===== config.mk =====
export PLATFORM = sky130hd
export DESIGN_NAME = bbcsi_engine
export DESIGN_NICKNAME = d
export VERILOG_FILES = /design/src/bbcsi_pkg.sv /design/src/bbcsi_engine.sv
export SDC_FILE = /design/constraint.sdc
export NUM_CORES = 1
export LEC_CHECK = 0
export ABC_AREA = 1
export BUFFER_PORTS_ARGS = -buffer_cell sky130_fd_sc_hd__buf_2
export CAP_MARGIN = 20
export CORE_MARGIN = 1
export CORE_UTILIZATION = 51
export CTS_CLUSTER_DIAMETER = 120
export DETAILED_ROUTE_END_ITERATION = 10
export GPL_ROUTABILITY_DRIVEN = 1
export PLACE_DENSITY = 0.82
export SETUP_SLACK_MARGIN = 0.3
export SKIP_LAST_GASP = 1
export SYNTH_ARGS = -nofsm -noshare
export SYNTH_HDL_FRONTEND = slang
export SYNTH_SLANG_ARGS = --single-unit
export TNS_END_PERCENT = 50

===== constraint.sdc =====
create_clock -name sys_clk -period 2.08 [get_ports sys_clk]
set_input_delay 0.416 -clock sys_clk [delete_from_list [all_inputs] [get_ports sys_clk]]
set_output_delay 0.416 -clock sys_clk [all_outputs]
set_load 0.01 [all_outputs]

===== src/bbcsi_pkg.sv =====
// Constants for the blank check and state inquiry command block.
// Assumes a byte-wide command/response link on one system clock.
package bbcsi_pkg;
  localparam logic [7:0] CMD_BLANK = 8'h4D;
  localparam logic [7:0] CMD_INQUIRY = 8'h4F;
  localparam logic [7:0] RSP_ACK = 8'h06;
  localparam logic [7:0] RSP_BLANK_ERR = 8'hCD;
  localparam logic [7:0] RSP_INQUIRY = 8'h5F;
  localparam logic [7:0] RSP_CMD_ERR = 8'h80;
  localparam logic [7:0] INQ_SIZE = 8'h02;
  localparam logic [7:0] ERASED_BYTE = 8'hFF;
  // Status codes
  localparam logic [7:0] ST_DEV_SEL = 8'h11;
  localparam logic [7:0] ST_CLK_SEL = 8'h12;
  localparam logic [7:0] ST_RATE_SEL = 8'h13;
  localparam logic [7:0] ST_PE_TRANS = 8'h1F;
  localparam logic [7:0] ST_PROG_ERASE = 8'h31;
  localparam logic [7:0] ST_PE_SEL = 8'h3F;
  localparam logic [7:0] ST_PROG_DATA = 8'h4F;
  localparam logic [7:0] ST_ERASE_BLK = 8'h5F;
  // Error codes
  localparam logic [7:0] ER_NONE = 8'h00;
  localparam logic [7:0] ER_SUM = 8'h11;
  localparam logic [7:0] ER_PROG_SIZE = 8'h12;
  localparam logic [7:0] ER_DEV_CODE = 8'h21;
  localparam logic [7:0] ER_CLK_MODE = 8'h22;
  localparam logic [7:0] ER_BIT_RATE = 8'h24;
  localparam logic [7:0] ER_IN_FREQ = 8'h25;
  localparam logic [7:0] ER_MULT = 8'h26;
  localparam logic [7:0] ER_OP_FREQ = 8'h27;
  localparam logic [7:0] ER_BLOCK = 8'h29;
  localparam logic [7:0] ER_ADDR = 8'h2A;
  localparam logic [7:0] ER_LENGTH = 8'h2B;
  localparam logic [7:0] ER_ERASE = 8'h51;
  localparam logic [7:0] ER_NOT_BLANK = 8'h52;
  localparam logic [7:0] ER_PROGRAM = 8'h53;
  localparam logic [7:0] ER_SELECT = 8'h54;
  localparam logic [7:0] ER_COMMAND = 8'h80;
  localparam logic [7:0] ER_RATE_CONF = 8'hFF;
  // Error cause indices on the error event bus
  localparam int ERR_CAUSES = 17;
  localparam int EI_SUM = 0;
  localparam int EI_PROG_SIZE = 1;
  localparam int EI_DEV_CODE = 2;
  localparam int EI_CLK_MODE = 3;
  localparam int EI_BIT_RATE = 4;
  localparam int EI_IN_FREQ = 5;
  localparam int EI_MULT = 6;
  localparam int EI_OP_FREQ = 7;
  localparam int EI_BLOCK = 8;
  localparam int EI_ADDR = 9;
  localparam int EI_LENGTH = 10;
  localparam int EI_ERASE = 11;
  localparam int EI_NOT_BLANK = 12;
  localparam int EI_PROGRAM = 13;
  localparam int EI_SELECT = 14;
  localparam int EI_COMMAND = 15;
  localparam int EI_RATE_CONF = 16;
  // Boot phase encoding on the phase input
  localparam logic [2:0] PH_DEV_SEL = 3'h0;
  localparam logic [2:0] PH_CLK_SEL = 3'h1;
  localparam logic [2:0] PH_RATE_SEL = 3'h2;
  localparam logic [2:0] PH_PE_TRANS = 3'h3;
  localparam logic [2:0] PH_PROG_ERASE = 3'h4;
  localparam logic [2:0] PH_PE_SEL = 3'h5;
  localparam logic [2:0] PH_PROG_DATA = 3'h6;
  localparam logic [2:0] PH_ERASE_BLK = 3'h7;
  localparam int ADDR_W_DEF = 16;
  typedef enum logic [2:0] {
    BB_IDLE, BB_SCAN, BB_WAIT, BB_SEND, BB_HOLD
  } bbcsi_state_type;
endpackage

===== src/bbcsi_engine.sv =====
// Blank check and state inquiry command answering engine.
// Assumes bytes arrive as one-cycle strobes from a link receiver on
// sys_clk, a flash read port with fixed one-cycle latency, and a
// transmitter that takes a byte per txValid while txReady is high.
`timescale 1ns/10ps
`default_nettype none
// Summary of operation
// - Command byte 4D alone asks for a blank check of all flash arrays.
// - If every flash byte reads FF the answer is the single byte 06.
// - If any flash byte is not FF the answer is CD then error code 52.
// - Command 4F is accepted in every boot phase while the engine is idle.
// - Inquiry reply is 5F, size 2, status, error, then checksum.
// - The error byte is zero when normal and nonzero on any fault.
// - An inquiry during program or erase is held and answered late.
// - Status reads 11, 12, 13 in the device, clock and rate waits.
// - Status reads 1F after rate selection until program/erase entry.
// - Status reads 31 in erase programming and 3F in selection wait.
// - Status reads 4F awaiting program data and 5F awaiting a block.
// - Device code mismatch gives 21 and clock mode mismatch gives 22.
// - Rate gives 24, input frequency 25, ratio 26, operating freq 27.
// - A checksum mismatch gives sum check error code 11.
module bbcsi_engine
  import bbcsi_pkg::*;
#(
  parameter int ADDR_W = ADDR_W_DEF,
  parameter int FLASH_BYTES = 1 << ADDR_W_DEF
) (
  input wire logic sys_clk,
  input wire logic resetn,
  input wire logic rxValid,
  input wire logic [7:0] rxData,
  input wire logic [2:0] bootPhase,
  input wire logic flashBusy,
  input wire logic [ERR_CAUSES-1:0] errEvent,
  input wire logic errClear,
  input wire logic [7:0] flashRdData,
  input wire logic txReady,
  output logic [ADDR_W-1:0] flashRdAddr,
  output logic flashRdEn,
  output logic txValid,
  output logic [7:0] txData,
  output logic cmdBusy,
  output logic [7:0] errCode
);

  // Refuse geometries the address counter cannot cover
  if (ADDR_W < 1 || ADDR_W > 31 || FLASH_BYTES < 1 ||
      FLASH_BYTES > (1 << ADDR_W)) begin : g_bad_geometry
    $error("bbcsi_engine: bad flash geometry");
  end

  localparam logic [ADDR_W-1:0] LAST_ADDR = ADDR_W'(FLASH_BYTES - 1);

  bbcsi_state_type state_reg, state_next;
  logic [ADDR_W-1:0] addr_reg, addr_next;
  logic rdEn_reg, rdEn_next;
  logic lastRd_reg, lastRd_next;
  logic vld_reg, vld_next;
  logic dirty_reg, dirty_next;
  logic [7:0] buf_reg [0:4];
  logic [7:0] buf_next [0:4];
  logic [2:0] count_reg, count_next;
  logic [2:0] idx_reg, idx_next;
  logic txValid_reg, txValid_next;
  logic [7:0] txData_reg, txData_next;
  logic busy_reg, busy_next;
  logic pendInq_reg, pendInq_next;
  logic [7:0] err_reg, err_next;
  logic [7:0] status;
  logic [7:0] evCode;

  // Status code from boot phase
  always_comb begin
    case (bootPhase)
      PH_DEV_SEL: status = ST_DEV_SEL;
      PH_CLK_SEL: status = ST_CLK_SEL;
      PH_RATE_SEL: status = ST_RATE_SEL;
      PH_PE_TRANS: status = ST_PE_TRANS;
      PH_PROG_ERASE: status = ST_PROG_ERASE;
      PH_PE_SEL: status = ST_PE_SEL;
      PH_PROG_DATA: status = ST_PROG_DATA;
      PH_ERASE_BLK: status = ST_ERASE_BLK;
      default: status = ST_DEV_SEL;
    endcase
  end

  // Error event to code, lowest index wins
  always_comb begin
    evCode = ER_NONE;
    for (int i = ERR_CAUSES - 1; i >= 0; i--) begin
      if (errEvent[i]) begin
        case (i)
          EI_SUM: evCode = ER_SUM;
          EI_PROG_SIZE: evCode = ER_PROG_SIZE;
          EI_DEV_CODE: evCode = ER_DEV_CODE;
          EI_CLK_MODE: evCode = ER_CLK_MODE;
          EI_BIT_RATE: evCode = ER_BIT_RATE;
          EI_IN_FREQ: evCode = ER_IN_FREQ;
          EI_MULT: evCode = ER_MULT;
          EI_OP_FREQ: evCode = ER_OP_FREQ;
          EI_BLOCK: evCode = ER_BLOCK;
          EI_ADDR: evCode = ER_ADDR;
          EI_LENGTH: evCode = ER_LENGTH;
          EI_ERASE: evCode = ER_ERASE;
          EI_NOT_BLANK: evCode = ER_NOT_BLANK;
          EI_PROGRAM: evCode = ER_PROGRAM;
          EI_SELECT: evCode = ER_SELECT;
          EI_COMMAND: evCode = ER_COMMAND;
          EI_RATE_CONF: evCode = ER_RATE_CONF;
          default: evCode = ER_COMMAND;
        endcase
      end
    end
  end

  // Command engine next state
  always_comb begin
    state_next = state_reg;
    addr_next = addr_reg;
    rdEn_next = 1'b0;
    lastRd_next = 1'b0;
    vld_next = 1'b0;
    dirty_next = dirty_reg;
    for (int i = 0; i < 5; i++) buf_next[i] = buf_reg[i];
    count_next = count_reg;
    idx_next = idx_reg;
    txValid_next = txValid_reg;
    txData_next = txData_reg;
    busy_next = busy_reg;
    pendInq_next = pendInq_reg;
    err_next = err_reg;
    // New event wins over a clear in the same cycle
    if (errEvent != '0)
      err_next = evCode;
    else if (errClear)
      err_next = ER_NONE;
    case (state_reg)
      BB_IDLE: begin
        if (rxValid && rxData == CMD_BLANK) begin
          addr_next = '0;
          dirty_next = 1'b0;
          busy_next = 1'b1;
          state_next = BB_SCAN;
        end else if (rxValid && rxData == CMD_INQUIRY) begin
          busy_next = 1'b1;
          pendInq_next = 1'b1;
          state_next = BB_WAIT;
        end
      end
      BB_SCAN: begin
        // Read data stands one cycle after its strobe
        if (vld_reg && flashRdData != ERASED_BYTE)
          dirty_next = 1'b1;
        if (vld_reg && lastRd_reg) begin
          if (dirty_reg || flashRdData != ERASED_BYTE) begin
            buf_next[0] = RSP_BLANK_ERR;
            buf_next[1] = ER_NOT_BLANK;
            count_next = 3'd2;
            err_next = ER_NOT_BLANK;
          end else begin
            buf_next[0] = RSP_ACK;
            count_next = 3'd1;
          end
          idx_next = '0;
          state_next = BB_SEND;
        end else if (rdEn_reg) begin
          vld_next = 1'b1;
          lastRd_next = (addr_reg == LAST_ADDR);
          if (addr_reg != LAST_ADDR) begin
            rdEn_next = 1'b1;
            addr_next = addr_reg + 1'b1;
          end
        end else if (!vld_reg) begin
          rdEn_next = 1'b1;
        end
      end
      BB_WAIT: begin
        if (!flashBusy) begin
          buf_next[0] = RSP_INQUIRY;
          buf_next[1] = INQ_SIZE;
          buf_next[2] = status;
          buf_next[3] = err_next;
          buf_next[4] = 8'(8'h00 - (RSP_INQUIRY + INQ_SIZE + status +
            err_next));
          count_next = 3'd5;
          idx_next = '0;
          pendInq_next = 1'b0;
          state_next = BB_SEND;
        end
      end
      BB_SEND: begin
        if (!txValid_reg || txReady) begin
          if (idx_reg == count_reg) begin
            txValid_next = 1'b0;
            busy_next = 1'b0;
            state_next = BB_IDLE;
          end else begin
            txValid_next = 1'b1;
            txData_next = buf_reg[idx_reg];
            idx_next = idx_reg + 3'd1;
          end
        end
      end
      default: begin
        state_next = BB_IDLE;
        txValid_next = 1'b0;
        busy_next = 1'b0;
      end
    endcase
  end

  always_ff @(posedge sys_clk or negedge resetn) begin
    if (!resetn) begin
      state_reg <= BB_IDLE;
      addr_reg <= '0;
      rdEn_reg <= 1'b0;
      lastRd_reg <= 1'b0;
      vld_reg <= 1'b0;
      dirty_reg <= 1'b0;
      for (int i = 0; i < 5; i++) buf_reg[i] <= 8'h00;
      count_reg <= 3'd0;
      idx_reg <= 3'd0;
      txValid_reg <= 1'b0;
      txData_reg <= 8'h00;
      busy_reg <= 1'b0;
      pendInq_reg <= 1'b0;
      err_reg <= ER_NONE;
    end else begin
      state_reg <= state_next;
      addr_reg <= addr_next;
      rdEn_reg <= rdEn_next;
      lastRd_reg <= lastRd_next;
      vld_reg <= vld_next;
      dirty_reg <= dirty_next;
      for (int i = 0; i < 5; i++) buf_reg[i] <= buf_next[i];
      count_reg <= count_next;
      idx_reg <= idx_next;
      txValid_reg <= txValid_next;
      txData_reg <= txData_next;
      busy_reg <= busy_next;
      pendInq_reg <= pendInq_next;
      err_reg <= err_next;
    end
  end

  assign flashRdAddr = addr_reg;
  assign flashRdEn = rdEn_reg;
  assign txValid = txValid_reg;
  assign txData = txData_reg;
  assign cmdBusy = busy_reg;
  assign errCode = err_reg;

endmodule
`default_nettype wire


After elaboration in Yosys (flattened, before gate mapping)
Memory sizes are Yosys's and may differ from the RTL's.
Index checks and enable logic that the tools add are counted.
- memory bits (read-only): 56
- register bits after elaboration: 87
- output and inout bits: 35
- input bits: 42
- memories kept: 1
- memory bits (writable): 0
- logic and storage cells: 147
- bits in latches: 0
- memory list (name ; words ; bits a word ; read ports ; clocked after memory_dff ; wr ports ; RTL line ; text):
    (name not given) ; 8 ; 7 ; 1 ; 0 ; 0 ; bbcsi_engine.sv:74 ; case (bootPhase)
- $add $sub $neg: 5
- bitwise operators: 5
- reduce and logical (&&, ||, !) cells: 24
- eq/ne operators: 21
- multipliers: 0
- shift operators: 0
- multiplexer cells: 73
- div/mod/pow operators: 0
- order comparisons: 1
- operators with widths (cell ; number):
    8-bit 2-to-1 mux ; 26
    16-bit 2-to-1 mux ; 5
    16-bit one-hot mux with 2 select lines ; 2
    40-bit 2-to-1 mux ; 1
    3-bit 2-to-1 mux ; 12
    8-bit binary-select mux with 3-bit select ; 1
    2-bit inequality test, second input constant ; 11
    1-bit 2-to-1 mux ; 19
    17-bit nonzero test ; 1
    16-bit by 1-bit adder with 16-bit output, second input constant ; 1
    16-bit == test, second input constant ; 1
    8-bit by 7-bit == test with 1-bit output, second input constant ; 2
    16-bit inequality test, second input constant ; 1
    5-bit AND reduction ; 3
    3-bit one-hot mux with 4 select lines ; 1
    3-bit one-hot mux with 3 select lines ; 1
    3-bit AND reduction ; 3
    7-bit by 8-bit adder with 8-bit output, first input constant ; 1
    8-bit adder ; 1
    8-bit inequality test, second input constant ; 1
    4-bit AND reduction ; 2
    1-bit by 8-bit subtractor with 8-bit output, first input constant ; 1
    3-bit by 2-bit == test with 1-bit output, second input constant ; 2
    3-bit one-hot mux with 2 select lines ; 1
    19 further kinds ; 29

Logic depth before layout (Yosys ltp)
Gate-level depths: netlist of run 1.
- word-level depth: 22
- depth in mapped cells: 28
- mapped depth without buffers: 28

Least setup slack after synthesis of run 1
No wires, ideal clock.
- path kind: input port to flip-flop
- start: input errEvent[5]
- end: register buf_reg[7] (netlist name)
- cell stages on the path: 23
- setup slack: -1072 ps
- buffers on the path: 0
- arrival time: 3035 ps
- path through: nor2_1 > nand2_1 > inv_1 > nand2_1 > nor3_2 > nand4_2 > nor2_4 > nand2_1 > nand2_1 > inv_1 > ha_1 > ha_1 > inv_1 > fa_1 > inv_1 > nand3_1 > nand2_1 > nand2_1 > nand2_1 > a21oi_1 > or2_2 > nand4_1 > nand2_1
- longest elaborated chain between the ends: 9
- elaborated cells on any way between the ends: 10
- those cells by class: add/sub (2); mux (7); reduce/logical (1)
- RTL lines (element ; RTL line ; text):
    start: declaration ; bbcsi_engine.sv:34 ; input wire logic [ERR_CAUSES-1:0] errEvent,
    8-bit 2-to-1 mux (6 in series) ; bbcsi_engine.sv:91 ; if (errEvent[i]) begin
    8-bit 2-to-1 mux * ; bbcsi_engine.sv:133 ; if (errEvent != '0)
    8-bit adder * ; bbcsi_engine.sv:183 ; buf_next[4] = 8'(8'h00 - (RSP_INQUIRY + INQ_SIZE + status +
    1-bit by 8-bit subtractor with 8-bit output * ; bbcsi_engine.sv:183 ;
    end: declaration ; bbcsi_engine.sv:60 ; logic [7:0] buf_reg [0:4];
Mark *: on every way between the ends. The rest lies on a longest branch, timed or not.
A chain may end at the register's enable or synchronous reset.

Final worst setup path of run 1
- start: input errEvent[13]
- end: register buf_reg[6] (netlist name)
- longest elaborated chain between the ends: 17
- elaborated cells on any way between the ends: 18
- those cells by class: add/sub (2); mux (15); reduce/logical (1)
- RTL lines (element ; RTL line):
    8-bit 2-to-1 mux (14 in series) ; bbcsi_engine.sv:91
    8-bit 2-to-1 mux * ; bbcsi_engine.sv:133
    8-bit adder * ; bbcsi_engine.sv:183
    1-bit by 8-bit subtractor with 8-bit output * ; bbcsi_engine.sv:183
Marked as above.

==> results of run 1 <==
-- per-stage QoR --
stage / power, mW / util / instance area, um^2 / setup WS [ns]
after floorplan: 3.704 / - / 4402 / -0.9660
after global placement: 4.379 / 0.6423 / 5304 / -1.048
after detailed placement: 4.509 / 0.6423 / 5304 / -1.242
after CTS: 5.860 / 0.7279 / 6011 / -0.6456
after global routing: 6.748 / 0.7603 / 6279 / -0.9910
final: 6.411 / 0.7603 / 6279 / -0.8196
-- final timing paths --
kind / end / cells after the start / slack, ns
worst max-delay path: buf_reg[6] / 20 / -0.82
worst min-delay path: buf_reg[2] / 1 / 0.04
worst max register to register: buf_reg[9] / 19 / -0.44
worst min register to register: txData[5] / 2 / 0.47
max in group asynchronous: flashRdAddr[7] / 2 / 1.43
min in group sys_clk: txValid / 4 / 0.39
-- Yosys cell counts, drive strengths merged --
| library cell | count |
|---|---|
| o21a | 1 |
| a21o | 1 |
| nand4 | 11 |
| buf | 5 |
| nor2 | 66 |
| a32oi | 1 |
| o211ai | 5 |
| fa | 1 |
| nor3b | 3 |
| a21oi | 22 |
| xnor2 | 8 |
| o21ai | 39 |
| dfrtp | 74 |
| a31oi | 4 |
| xor2 | 7 |
| a2bb2oi | 1 |
| nor3 | 7 |
| a211oi | 1 |
| ha | 19 |
| clkinv | 2 |
| nand2 | 182 |
| o31ai | 2 |
| nand3 | 23 |
| clkbuf | 8 |
| mux2 | 1 |
| o22ai | 4 |
| inv | 73 |
| nor4 | 2 |
| a22oi | 3 |
| or2 | 5 |
-- what timing repair did --
item                                    4_1_cts  5_1_grt
buffers inserted                             32        4
gates cloned                                  0        1
pin swaps                                    39       14
endpoints found under the setup margin       27       62
resized for setup                            64       64
-- cells by family (layout without fill, tap and decap cells) --
kind of cell / count (synthesis) / count (layout) / share of synthesized area
buf+inv: 88 / 260 / 0.07997
mux: 1 / 1 / 0.002579
simple gates: 299 / 299 / 0.2915
fa+ha+maj: 20 / 20 / 0.05904
xor+xnor: 15 / 15 / 0.03010
flops: 74 / 74 / 0.4242
compound gates: 84 / 84 / 0.1126
-- cell type report --
type	count	share of cell area
Clock buffer	10	0.02033
Sequential cell	74	0.2951
Multi-Input combinational cell	419	0.4121
Tap cell	105	0.02092
Timing Repair Buffer	169	0.1949
Clock inverter	6	0.01056
Inverter	75	0.04603
-- layout by cell type, fill, tap and decap left out, types with 4 or more instances in the layout --
cell type / instances
xor2_1: 7
a21oi_1: 15
nand2_2: 26
nor3_1: 4
buf_2: 69
nand2_4: 12
nor2_1: 50
nand2_1: 144
inv_2: 11
buf_6: 16
nor2_4: 9
o21ai_0: 30
nand4_1: 10
clkbuf_8: 9
xnor2_1: 8
buf_4: 79
nand3_2: 5
nor2_2: 7
ha_1: 9
a21oi_2: 7
dfrtp_1: 73
ha_4: 8
buf_12: 4
o22ai_1: 4
nand3_1: 17
o21ai_2: 5
o211ai_1: 4
inv_1: 59
-- power by group through the flow --
| stage | Sequential [mW] | Combinational [mW] | Clock, mW |
|---|---|---|---|
| 4_1_cts | 2.15 | 2.57 | 1.14 |
| 2_1_floorplan | 2.14 | 1.57 | 0 |
| 6_report | 2.19 | 3.05 | 1.16 |
| 3_5_place_dp | 2.19 | 2.32 | 0 |
| 3_3_place_gp | 2.16 | 2.22 | 0 |
| 5_1_grt | 2.22 | 3.31 | 1.22 |
-- layer usage --
metal | vias to the layer above | part of all wire
met5 | - | 0
met4 | 0 | 0.064
met3 | 102 | 0.087
met2 | 349 | 0.48
met1 | 2315 | 0.37
li1 | 2202 | -
==> impl_metrics.py, run 1 <==
metrics = {
    "global_routing": {
        "grt_use_met2": 0.5356,
        "use_met3": 0.05958,
        "first_global_vias": 4774,
        "grt_usage": 0.3236,
        "overflow": 0,
        "grt_first_pass_wirelength_um": 22290,
        "antenna_found_initial": 0,
        "busiest_layer": "met2",
        "grt_max_degree": 31,
        "grtUsageMet1": 0.3780,
    },
    "sta": {
        "slew_violations": 0,
        "worst_hold_slack_ns": 0.04419,
        "layout_setup_ws_ns": -0.8196,
        "tns_ns": -4.113,
        "hold_viol": 0,
        "tightest_slew_ns": 0.5654,
        "period_share": 1.394,
        "slew_headroom": 0.6231,
        "finalClockSkew_ns": 0.01118,
        "min_period_ns": 2.900,
        "rsz0062_at_grt": "true",
        "setup_viol": 7,
        "clock.fmax_mhz": 344.9,
    },
    "synthesis": {
        "synth.avg_cell_area_um2": 7.514,
        "syn_nets": 643,
        "synth_area_leader_cell": "dfrtp_1",
        "ys_top_cells_by_area": "dfrtp_1 (42%), nand2_1 (16%), inv_1 (6.1%), ha_1 (5.4%), nor2_1 (5.2%)",
        "synth_cells": 581,
        "synth_warnings": 0,
        "seq_area_frac_synth": 0.4242,
        "syn_area_mm2": 0.004365,
        "synth.distinct_cells": 42,
        "ys_ff_latch": 74,
        "netlist.area_leader.share": 0.4242,
    },
    "layout": {
        "largest_register_ff_count": 29,
        "nNetsFinal": 810,
        "num_antenna_cells": 0,
        "fill_cells": 534,
        "finalNonFillerCells": 858,
        "regArea_mm2": 0.001853,
        "layout-drive-gt1-share": 0.3904,
        "multi_input_area_mm2": 0.002587,
        "area_growth_pct": 43.82,
    },
    "drt": {
        "wire_per_inst_um": 17.19,
        "drc": 0,
        "drt_iter0_markers": 495,
        "routed_wl_um": 14750,
        "first_pass_iters": 8,
        "postRouteAntennaNets": 0,
        "vias": 4968,
        "vias_per_cell": 5.790,
    },
    "place": {
        "hpwlAfterDp_um": 8372,
        "routabilityCongestion": 0.8887,
        "placedCellCount": 805,
        "port-buffer-count": 76,
    },
    "setup_path": {
        "cp_cell_sequence": "buf_6, inv_4, nand2_4, buf_6, nor2_4, inv_2, o31ai_1, nand3_1, nor2_2, a21oi_2, ha_1, buf_6, ha_4, nand2_4, nor2_4, o21ai_2, nand2_1, a21oi_2, or2_2, a31oi_1",
        "max_stage_delay_ns": 0.34,
        "cp_max_fo": 2,
        "critPathKind": "primary input to flop",
        "cpMostUsedCell": "buf_6",
        "crit_arrival_ns": 3.17,
        "path_buf_inv": 5,
        "worst_ep_required_time_ns": 2.35,
        "startpoint": "errEvent[13]",
        "crit_family": "simple AND/OR/NAND/NOR gates",
        "start_kind": "primary input",
        "worst_setup_path_end_kind": "flop",
        "slowest_stage": "ha_1",
        "r2r_start": "errCode[1]",
    },
    "power_and_ir_drop": {
        "power.switching_mw": 2.755,
        "peakVddDrop_mv": 0.5403,
        "swShare": 0.4297,
        "pwr-share-comb": 0.476,
        "p_leak_nw": 3.315,
        "power_density_mw_per_mm2": 1021,
        "p_clk_frac": 0.182,
        "p_seq_frac": 0.342,
        "p_int_mw": 3.656,
    },
    "die": {
        "die_w_um": 94.52,
        "start_util": 0.5286,
        "design.die.area_mm2": 0.008934,
        "core_mm2": 0.008258,
        "die_h_um": 94.52,
        "num_io_pins": 77,
        "rows": 33,
    },
    "clock_network": {
        "clock_sinks": 74,
        "numCtsBuffers": 9,
        "tritoncts": "done",
        "ctsHoldBuffers": 0,
        "cts_buffer_depth": 2,
        "clk_latency_ns": 0.36,
        "clkTransAtPathRegs_ns": 0.08,
        "cts_root_buf": "clkbuf_8",
        "cts_max_level": 3,
    },
    "flow_run": {
        "maxCapViolCount": 0,
    },
    "outcome": {
        "status": "complete, but fails checks",
        "violations": "negative setup slack",
    },
    "hold_path": {
        "holdCritPathClass": "primary input to async pin",
    },
}
No activity file was read; power rests on OpenSTA's default activity.
==> run 2: changes to the inputs <==
- ABC_AREA: 1 -> not set
==> run 2 against run 1 <==
Against the previous run: the flow still finishes with violations (negative setup slack); sequential share of layout area rose by 1.9 points; sequential power shrank 7%; non-clock buffer count down 4; wire length decreased by 14%; synthesized cell count shrank 20%; register-to-register slack got worse by 0.12 ns; total power is 12% lower; via count decreased by 13%; cell count shrank 16%; clock power down 15%; critical path type unchanged; highest routed layer unchanged.
==> impl_metrics.py, run 2 <==
metrics = {
    "sta": {
        "setup_viol": 11,
        "worst_hold_slack_ns": 0.07193,
        "hold_viol": 0,
        "tightest_slew_ns": 0.5210,
        "period_share": 1.550,
        "layout_setup_ws_ns": -1.145,
        "slew_headroom": 0.6500,
        "tns_ns": -5.651,
        "min_period_ns": 3.225,
        "rsz0062_at_grt": "true",
        "finalClockSkew_ns": 0.007883,
        "clock.fmax_mhz": 310.1,
        "slew_violations": 0,
    },
    "synthesis": {
        "synth_cells": 462,
        "syn_nets": 524,
        "ys.flop_type": "dfrtp_1",
        "ys_top_cells_by_area": "dfrtp_1 (44%), ha_1 (5.7%), o21ai_0 (5.4%), nand2_1 (4.7%), a21oi_1 (4.3%)",
        "synth_warnings": 0,
        "seq_area_frac_synth": 0.4419,
        "synth.most_common_cell": "dfrtp_1",
        "syn_area_mm2": 0.004190,
        "synth.avg_cell_area_um2": 9.070,
        "ys_ff_latch": 74,
        "synth_async_sr_flop_share": 1.000,
        "synth_edf_count": 0,
        "netlist.area_leader.share": 0.4419,
        "synth_common_cells": "dfrtp_1 (74), nand2_1 (53), o21ai_0 (45)",
        "synth_area_leader_cell": "dfrtp_1",
        "synth.distinct_cells": 57,
    },
    "clock_network": {
        "tritoncts": "done",
        "clock_sinks": 74,
        "cts_max_level": 3,
        "ctsHoldBuffers": 0,
        "cts_buffer_depth": 2,
        "clk_latency_ns": 0.36,
        "cts_root_buf": "clkbuf_8",
        "numCtsBuffers": 9,
        "clkTransAtPathRegs_ns": 0.08,
    },
    "setup_path": {
        "slowest_stage": "or3_4",
        "worst_ep_required_time_ns": 2.34,
        "crit_arrival_ns": 3.48,
        "critPathKind": "primary input to flop",
        "cp_max_fo": 6,
        "cp_cell_sequence": "buf_6, buf_6, nor4_4, nand4_1, nor3_4, nand2_1, and2_4, ha_4, ha_4, inv_2, fa_2, nor2b_2, o31a_1, o21a_1, or3_4, o311ai_4",
        "worst_setup_path_end_kind": "flop",
        "max_stage_delay_ns": 0.36,
        "reg2reg_slack_ns": -0.56,
        "start_kind": "primary input",
    },
    "global_routing": {
        "busiest_layer": "met2",
        "grt_usage": 0.2990,
        "grt_use_met2": 0.4883,
        "grtUsageMet1": 0.3981,
        "overflow": 0,
        "grt_max_degree": 75,
        "first_global_vias": 4173,
        "use_met3": 0.04844,
        "antenna_found_initial": 0,
        "grt_first_pass_wirelength_um": 20040,
    },
    "die": {
        "rows": 32,
        "die_w_um": 92.65,
        "num_io_pins": 77,
        "design.die.area_mm2": 0.008583,
        "die_h_um": 92.65,
        "core_mm2": 0.007848,
        "start_util": 0.5340,
    },
    "place": {
        "placed_area_mm2": 0.005234,
        "port-buffer-count": 76,
        "dp_slack_ns": -1.510,
        "placedCellCount": 686,
        "routabilityCongestion": 0.8715,
        "hpwlAfterDp_um": 8426,
    },
    "power_and_ir_drop": {
        "power_density_mw_per_mm2": 952.4,
        "p_clk_frac": 0.175,
        "peakVddDrop_mv": 0.5264,
        "p_int_mw": 3.493,
        "totalPowerFinal_mw": 5.615,
        "power.switching_mw": 2.122,
        "swShare": 0.3779,
        "pwr-share-comb": 0.464,
        "p_leak_nw": 2.766,
        "p_seq_frac": 0.361,
    },
    "drt": {
        "first_pass_iters": 5,
        "wire_per_inst_um": 17.61,
        "drc": 0,
        "vias_per_cell": 5.963,
        "drt_iter0_markers": 304,
        "vias": 4305,
        "routed_wl_um": 12720,
        "postRouteAntennaNets": 0,
    },
    "layout": {
        "final_cell_area_mm2": 0.005896,
        "utilization": 0.7513,
        "multi_input_area_mm2": 0.002489,
        "layout-drive-gt1-share": 0.3984,
        "finalNonFillerCells": 722,
        "largest_register_ff_count": 29,
        "nNetsFinal": 679,
        "num_antenna_cells": 0,
        "fill_cells": 536,
        "area_growth_pct": 40.70,
        "final_common_cell": "buf_2",
        "regArea_mm2": 0.001853,
        "layout_common_cells": "buf_2 (75), dfrtp_1 (73), buf_4 (72)",
    },
    "flow_run": {
        "maxCapViolCount": 0,
    },
    "outcome": {
        "status": "complete, but fails checks",
        "violations": "negative setup slack",
    },
    "hold_path": {
        "holdCritPathClass": "primary input to async pin",
    },
}
[run 2: changes by cell type after synthesis, sizes merged, moves of 8 or more]
cell,before,now
clkbuf,8,17
nor2,66,29
nand3,23,15
or4,0,9
or3,0,12
a21oi,22,36
nand2b,0,8
nand2,182,53
inv,73,25
[run 2: final cells by class]
class | count | area share
well taps | 102 | 0.02165
repair buffers | 165 | 0.1991
clock buffers | 11 | 0.02398
flip-flops and latches | 74 | 0.3143
inverters | 25 | 0.01592
multi-input cells | 342 | 0.4221
clock inverters | 3 | 0.002971
[run 2: path summary, 6_finish.rpt]
check                             start              to  cells after the start
hold reg to reg               txData[2]       txData[2]                      2
setup / recovery           errEvent[13]      buf_reg[7]                     16
max in group asynchronous        resetn      errCode[3]                      2
min in group sys_clk       bootPhase[0]     buf_reg[16]                      3
hold / removal                   resetn  flashRdAddr[3]                      2
setup reg to reg             errCode[4]      buf_reg[7]                      9
[run 2: logic make-up after synthesis]
logic type / count (synthesis) / synth area share
buf+inv: 46 / 0.04509
compound gates: 141 / 0.2090
xor+xnor: 5 / 0.01045
fa+ha+maj: 20 / 0.06151
mux: 7 / 0.02628
flops: 74 / 0.4419
simple gates: 169 / 0.2057
[run 2: power groups by stage]
stage	Sequential [mW]	Combinational (mW)	Clock, mW
floorplan	2.03	1.30	0
global placement	2.02	1.98	0
detailed placement	2.05	2.07	0
CTS	2.02	2.37	0.980
global route	2.06	2.83	1.05
finish	2.03	2.60	0.985
[run 2: routing by layer]
layer	wire length, um	vias up
met3	806	39
met5	0	-
li1	-	1990
met1	5390	2072
met2	6170	204
met4	347	0
[run 2: timing repair]
| action | in CTS | in global routing |
|---|---|---|
| resized for setup | 29 | 42 |
| setup endpoints to repair | 31 | 49 |
| setup buffers | 12 | 8 |
| gates cloned | 2 | 0 |
| pin swaps | 26 | 20 |
[run 2: critical path, delay by kind of cell]
kind,cells,cell delay [ns]
compound gates,3,0.70
fa+ha+maj,3,0.57
buf+inv,3,0.26
simple gates,7,1.54
==> run 3: changes to the inputs <==
- ABC_AREA: not set -> 0
- clock period: 2.08 -> 2.9 ns (I/O delays scaled with it)
==> run 3 against run 2 <==
Against the previous run: the run still ends with negative setup slack left; wire length fell by 11%; clock-buffer cell count is 2 lower; worst setup slack gained 0.76 ns; highest routed layer unchanged; cell count fell by 4.3%; utilization down 5.6 points; first-iteration DRC count is 21% lower.
==> impl_metrics.py, run 3 (same netlist as run 2, synthesis figures left out) <==
metrics = {
    "place": {
        "routabilityCongestion": 0.8967,
        "placed_area_mm2": 0.005064,
        "port-buffer-count": 76,
        "hpwlAfterDp_um": 8059,
        "placedCellCount": 666,
    },
    "clock_network": {
        "cts_max_level": 3,
        "cts_root_buf": "clkbuf_8",
        "ctsHoldBuffers": 0,
        "clkTransAtPathRegs_ns": 0.09,
        "clk_latency_ns": 0.36,
        "numCtsBuffers": 9,
        "clock_sinks": 74,
        "cts_buffer_depth": 2,
        "tritoncts": "done",
    },
    "die": {
        "start_util": 0.5340,
        "design.die.area_mm2": 0.008583,
        "rows": 32,
        "die_h_um": 92.65,
        "num_io_pins": 77,
        "core_mm2": 0.007848,
        "die_w_um": 92.65,
    },
    "setup_path": {
        "critPathKind": "primary input to flop",
        "r2r_end": "buf_reg[7]",
        "cp.depth": 16,
        "setup.worst_path.end": "buf_reg[7]",
        "worst_setup_path_end_kind": "flop",
        "reg2reg_slack_ns": 0.26,
        "startpoint": "errEvent[1]",
        "worst_ep_required_time_ns": 3.15,
        "start_kind": "primary input",
        "rr_worst_depth": 8,
        "r2r_start": "errCode[4]",
        "path_buf_inv": 3,
        "cp_max_fo": 6,
        "crit_family": "simple AND/OR/NAND/NOR gates",
        "cp_cell_sequence": "buf_2, nor4_4, nand4_1, nor3_4, a21oi_1, nand2_1, ha_1, inv_1, ha_4, inv_2, fa_2, nor2b_2, o31a_1, o21a_1, or3_1, o311ai_2",
        "crit_arrival_ns": 3.54,
        "slowest_stage": "or3_1",
        "max_stage_delay_ns": 0.32,
    },
    "drt": {
        "drc": 0,
        "wire_per_inst_um": 16.34,
        "first_pass_iters": 5,
        "vias_per_cell": 5.845,
        "vias": 4039,
        "postRouteAntennaNets": 0,
        "drt_iter0_markers": 239,
        "routed_wl_um": 11290,
    },
    "layout": {
        "layout-drive-gt1-share": 0.3039,
        "utilization": 0.6948,
        "largest_register_ff_count": 29,
        "final_common_cell": "dfrtp_1",
        "nNetsFinal": 646,
        "final_cell_area_mm2": 0.005453,
        "area_growth_pct": 30.13,
        "layout_common_cells": "dfrtp_1 (74), buf_2 (73), buf_4 (53)",
        "num_antenna_cells": 0,
        "finalNonFillerCells": 691,
    },
    "sta": {
        "slew_headroom": 0.4864,
        "hold_viol": 0,
        "min_period_ns": 3.285,
        "clock.fmax_mhz": 304.4,
        "setup_viol": 4,
        "finalClockSkew_ns": 0.01586,
        "slew_violations": 0,
        "tightest_slew_ns": 0.7639,
        "layout_setup_ws_ns": -0.3847,
        "period_share": 1.133,
        "rsz0062_at_grt": "true",
    },
    "outcome": {
        "status": "complete, but fails checks",
        "violations": "negative setup slack",
    },
    "global_routing": {
        "use_met3": 0.06404,
        "grt_usage": 0.2680,
        "antenna_found_initial": 0,
        "grt_use_met2": 0.4648,
        "grtUsageMet1": 0.3208,
        "overflow": 0,
        "busiest_layer": "met2",
        "grt_max_degree": 45,
        "first_global_vias": 3821,
        "grt_first_pass_wirelength_um": 17850,
    },
    "flow_run": {
        "maxCapViolCount": 0,
    },
    "power_and_ir_drop": {
        "p_leak_nw": 2.579,
        "peakVddDrop_mv": 0.2944,
        "power_density_mw_per_mm2": 684.2,
        "totalPowerFinal_mw": 3.731,
    },
    "hold_path": {
        "holdCritPathClass": "primary input to async pin",
    },
}
## run 3: cell count changes in the layout (fill, tap and decap cells not counted), sizes merged
cell / previous run / this run
clkbuf: 11 / 9
clkinv: 2 / 4
bufbuf: 1 / 0
clkinvlp: 1 / 0
inv: 25 / 26
bufinv: 0 / 2
buf: 164 / 132
## run 3: timing repair
item | CTS | global route
setup buffers | 4 | 5
gates resized for setup | 16 | 6
pin swaps | 14 | 0
endpoints found under the setup margin | 6 | 6
## run 3: worst min path at each step
| stage | from | endpoint | cells past startpoint |
|---|---|---|---|
| 2_1_floorplan | resetn | buf_reg[0] | 0 |
| 6_report | resetn | cmdBusy | 1 |
| 3_5_place_dp | buf_reg[25] | buf_reg[25] | 1 |
| 3_3_place_gp | buf_reg[25] | buf_reg[25] | 1 |
| 5_1_grt | resetn | cmdBusy | 1 |
| 4_1_cts | resetn | cmdBusy | 1 |
## run 3: area by class of cell
cell class / count / area, um^2
repair buffers: 132 / 843.3
flip-flops and latches: 74 / 1852
multi-input cells: 342 / 2320
well taps: 102 / 127.6
fillers: 601 / 2395
inverters: 25 / 93.84
clock buffers: 9 / 123.9
clock inverters: 7 / 92.59
## run 3: per-layer routing
layer | part of all wire | wire (um) | vias to the layer above
li1 | - | - | 1917
met1 | 0.40 | 4562 | 1931
met2 | 0.51 | 5724 | 157
met3 | 0.060 | 679 | 34
met4 | 0.029 | 324 | 0
met5 | 0 | 0 | -
## run 3: where the power goes
| group | total, mW | leakage, nW | switching, mW | internal [mW] |
|---|---|---|---|---|
| Clock | 0.891 | 0.113 | 0.406 | 0.484 |
| Combinational | 1.34 | 1.53 | 0.764 | 0.577 |
| Sequential | 1.50 | 0.932 | 0.221 | 1.28 |
## run 3: metrics by stage
stage	setup WS, ns	TNS [ns]	hold WS [ns]
2_1_floorplan	-0.5652	-0.9650	0.2844
3_3_place_gp	-0.7983	-2.291	0.4372
3_5_place_dp	-0.9970	-3.040	0.4646
4_1_cts	-0.3102	-0.3515	0.2930
5_1_grt	-0.5497	-1.334	0.3305
6_report	-0.3847	-0.7597	0.2709
## run 3: worst reg2reg max path, cell delays in order, from the launching register on
cell and delay [ns]:
dfrtp_1 0.43, a2111oi_4 0.43, ha_1 0.32, ha_1 0.31, o21a_1 0.19, o31a_1 0.12, o21a_1 0.19, or3_1 0.32
o311ai_2 0.23
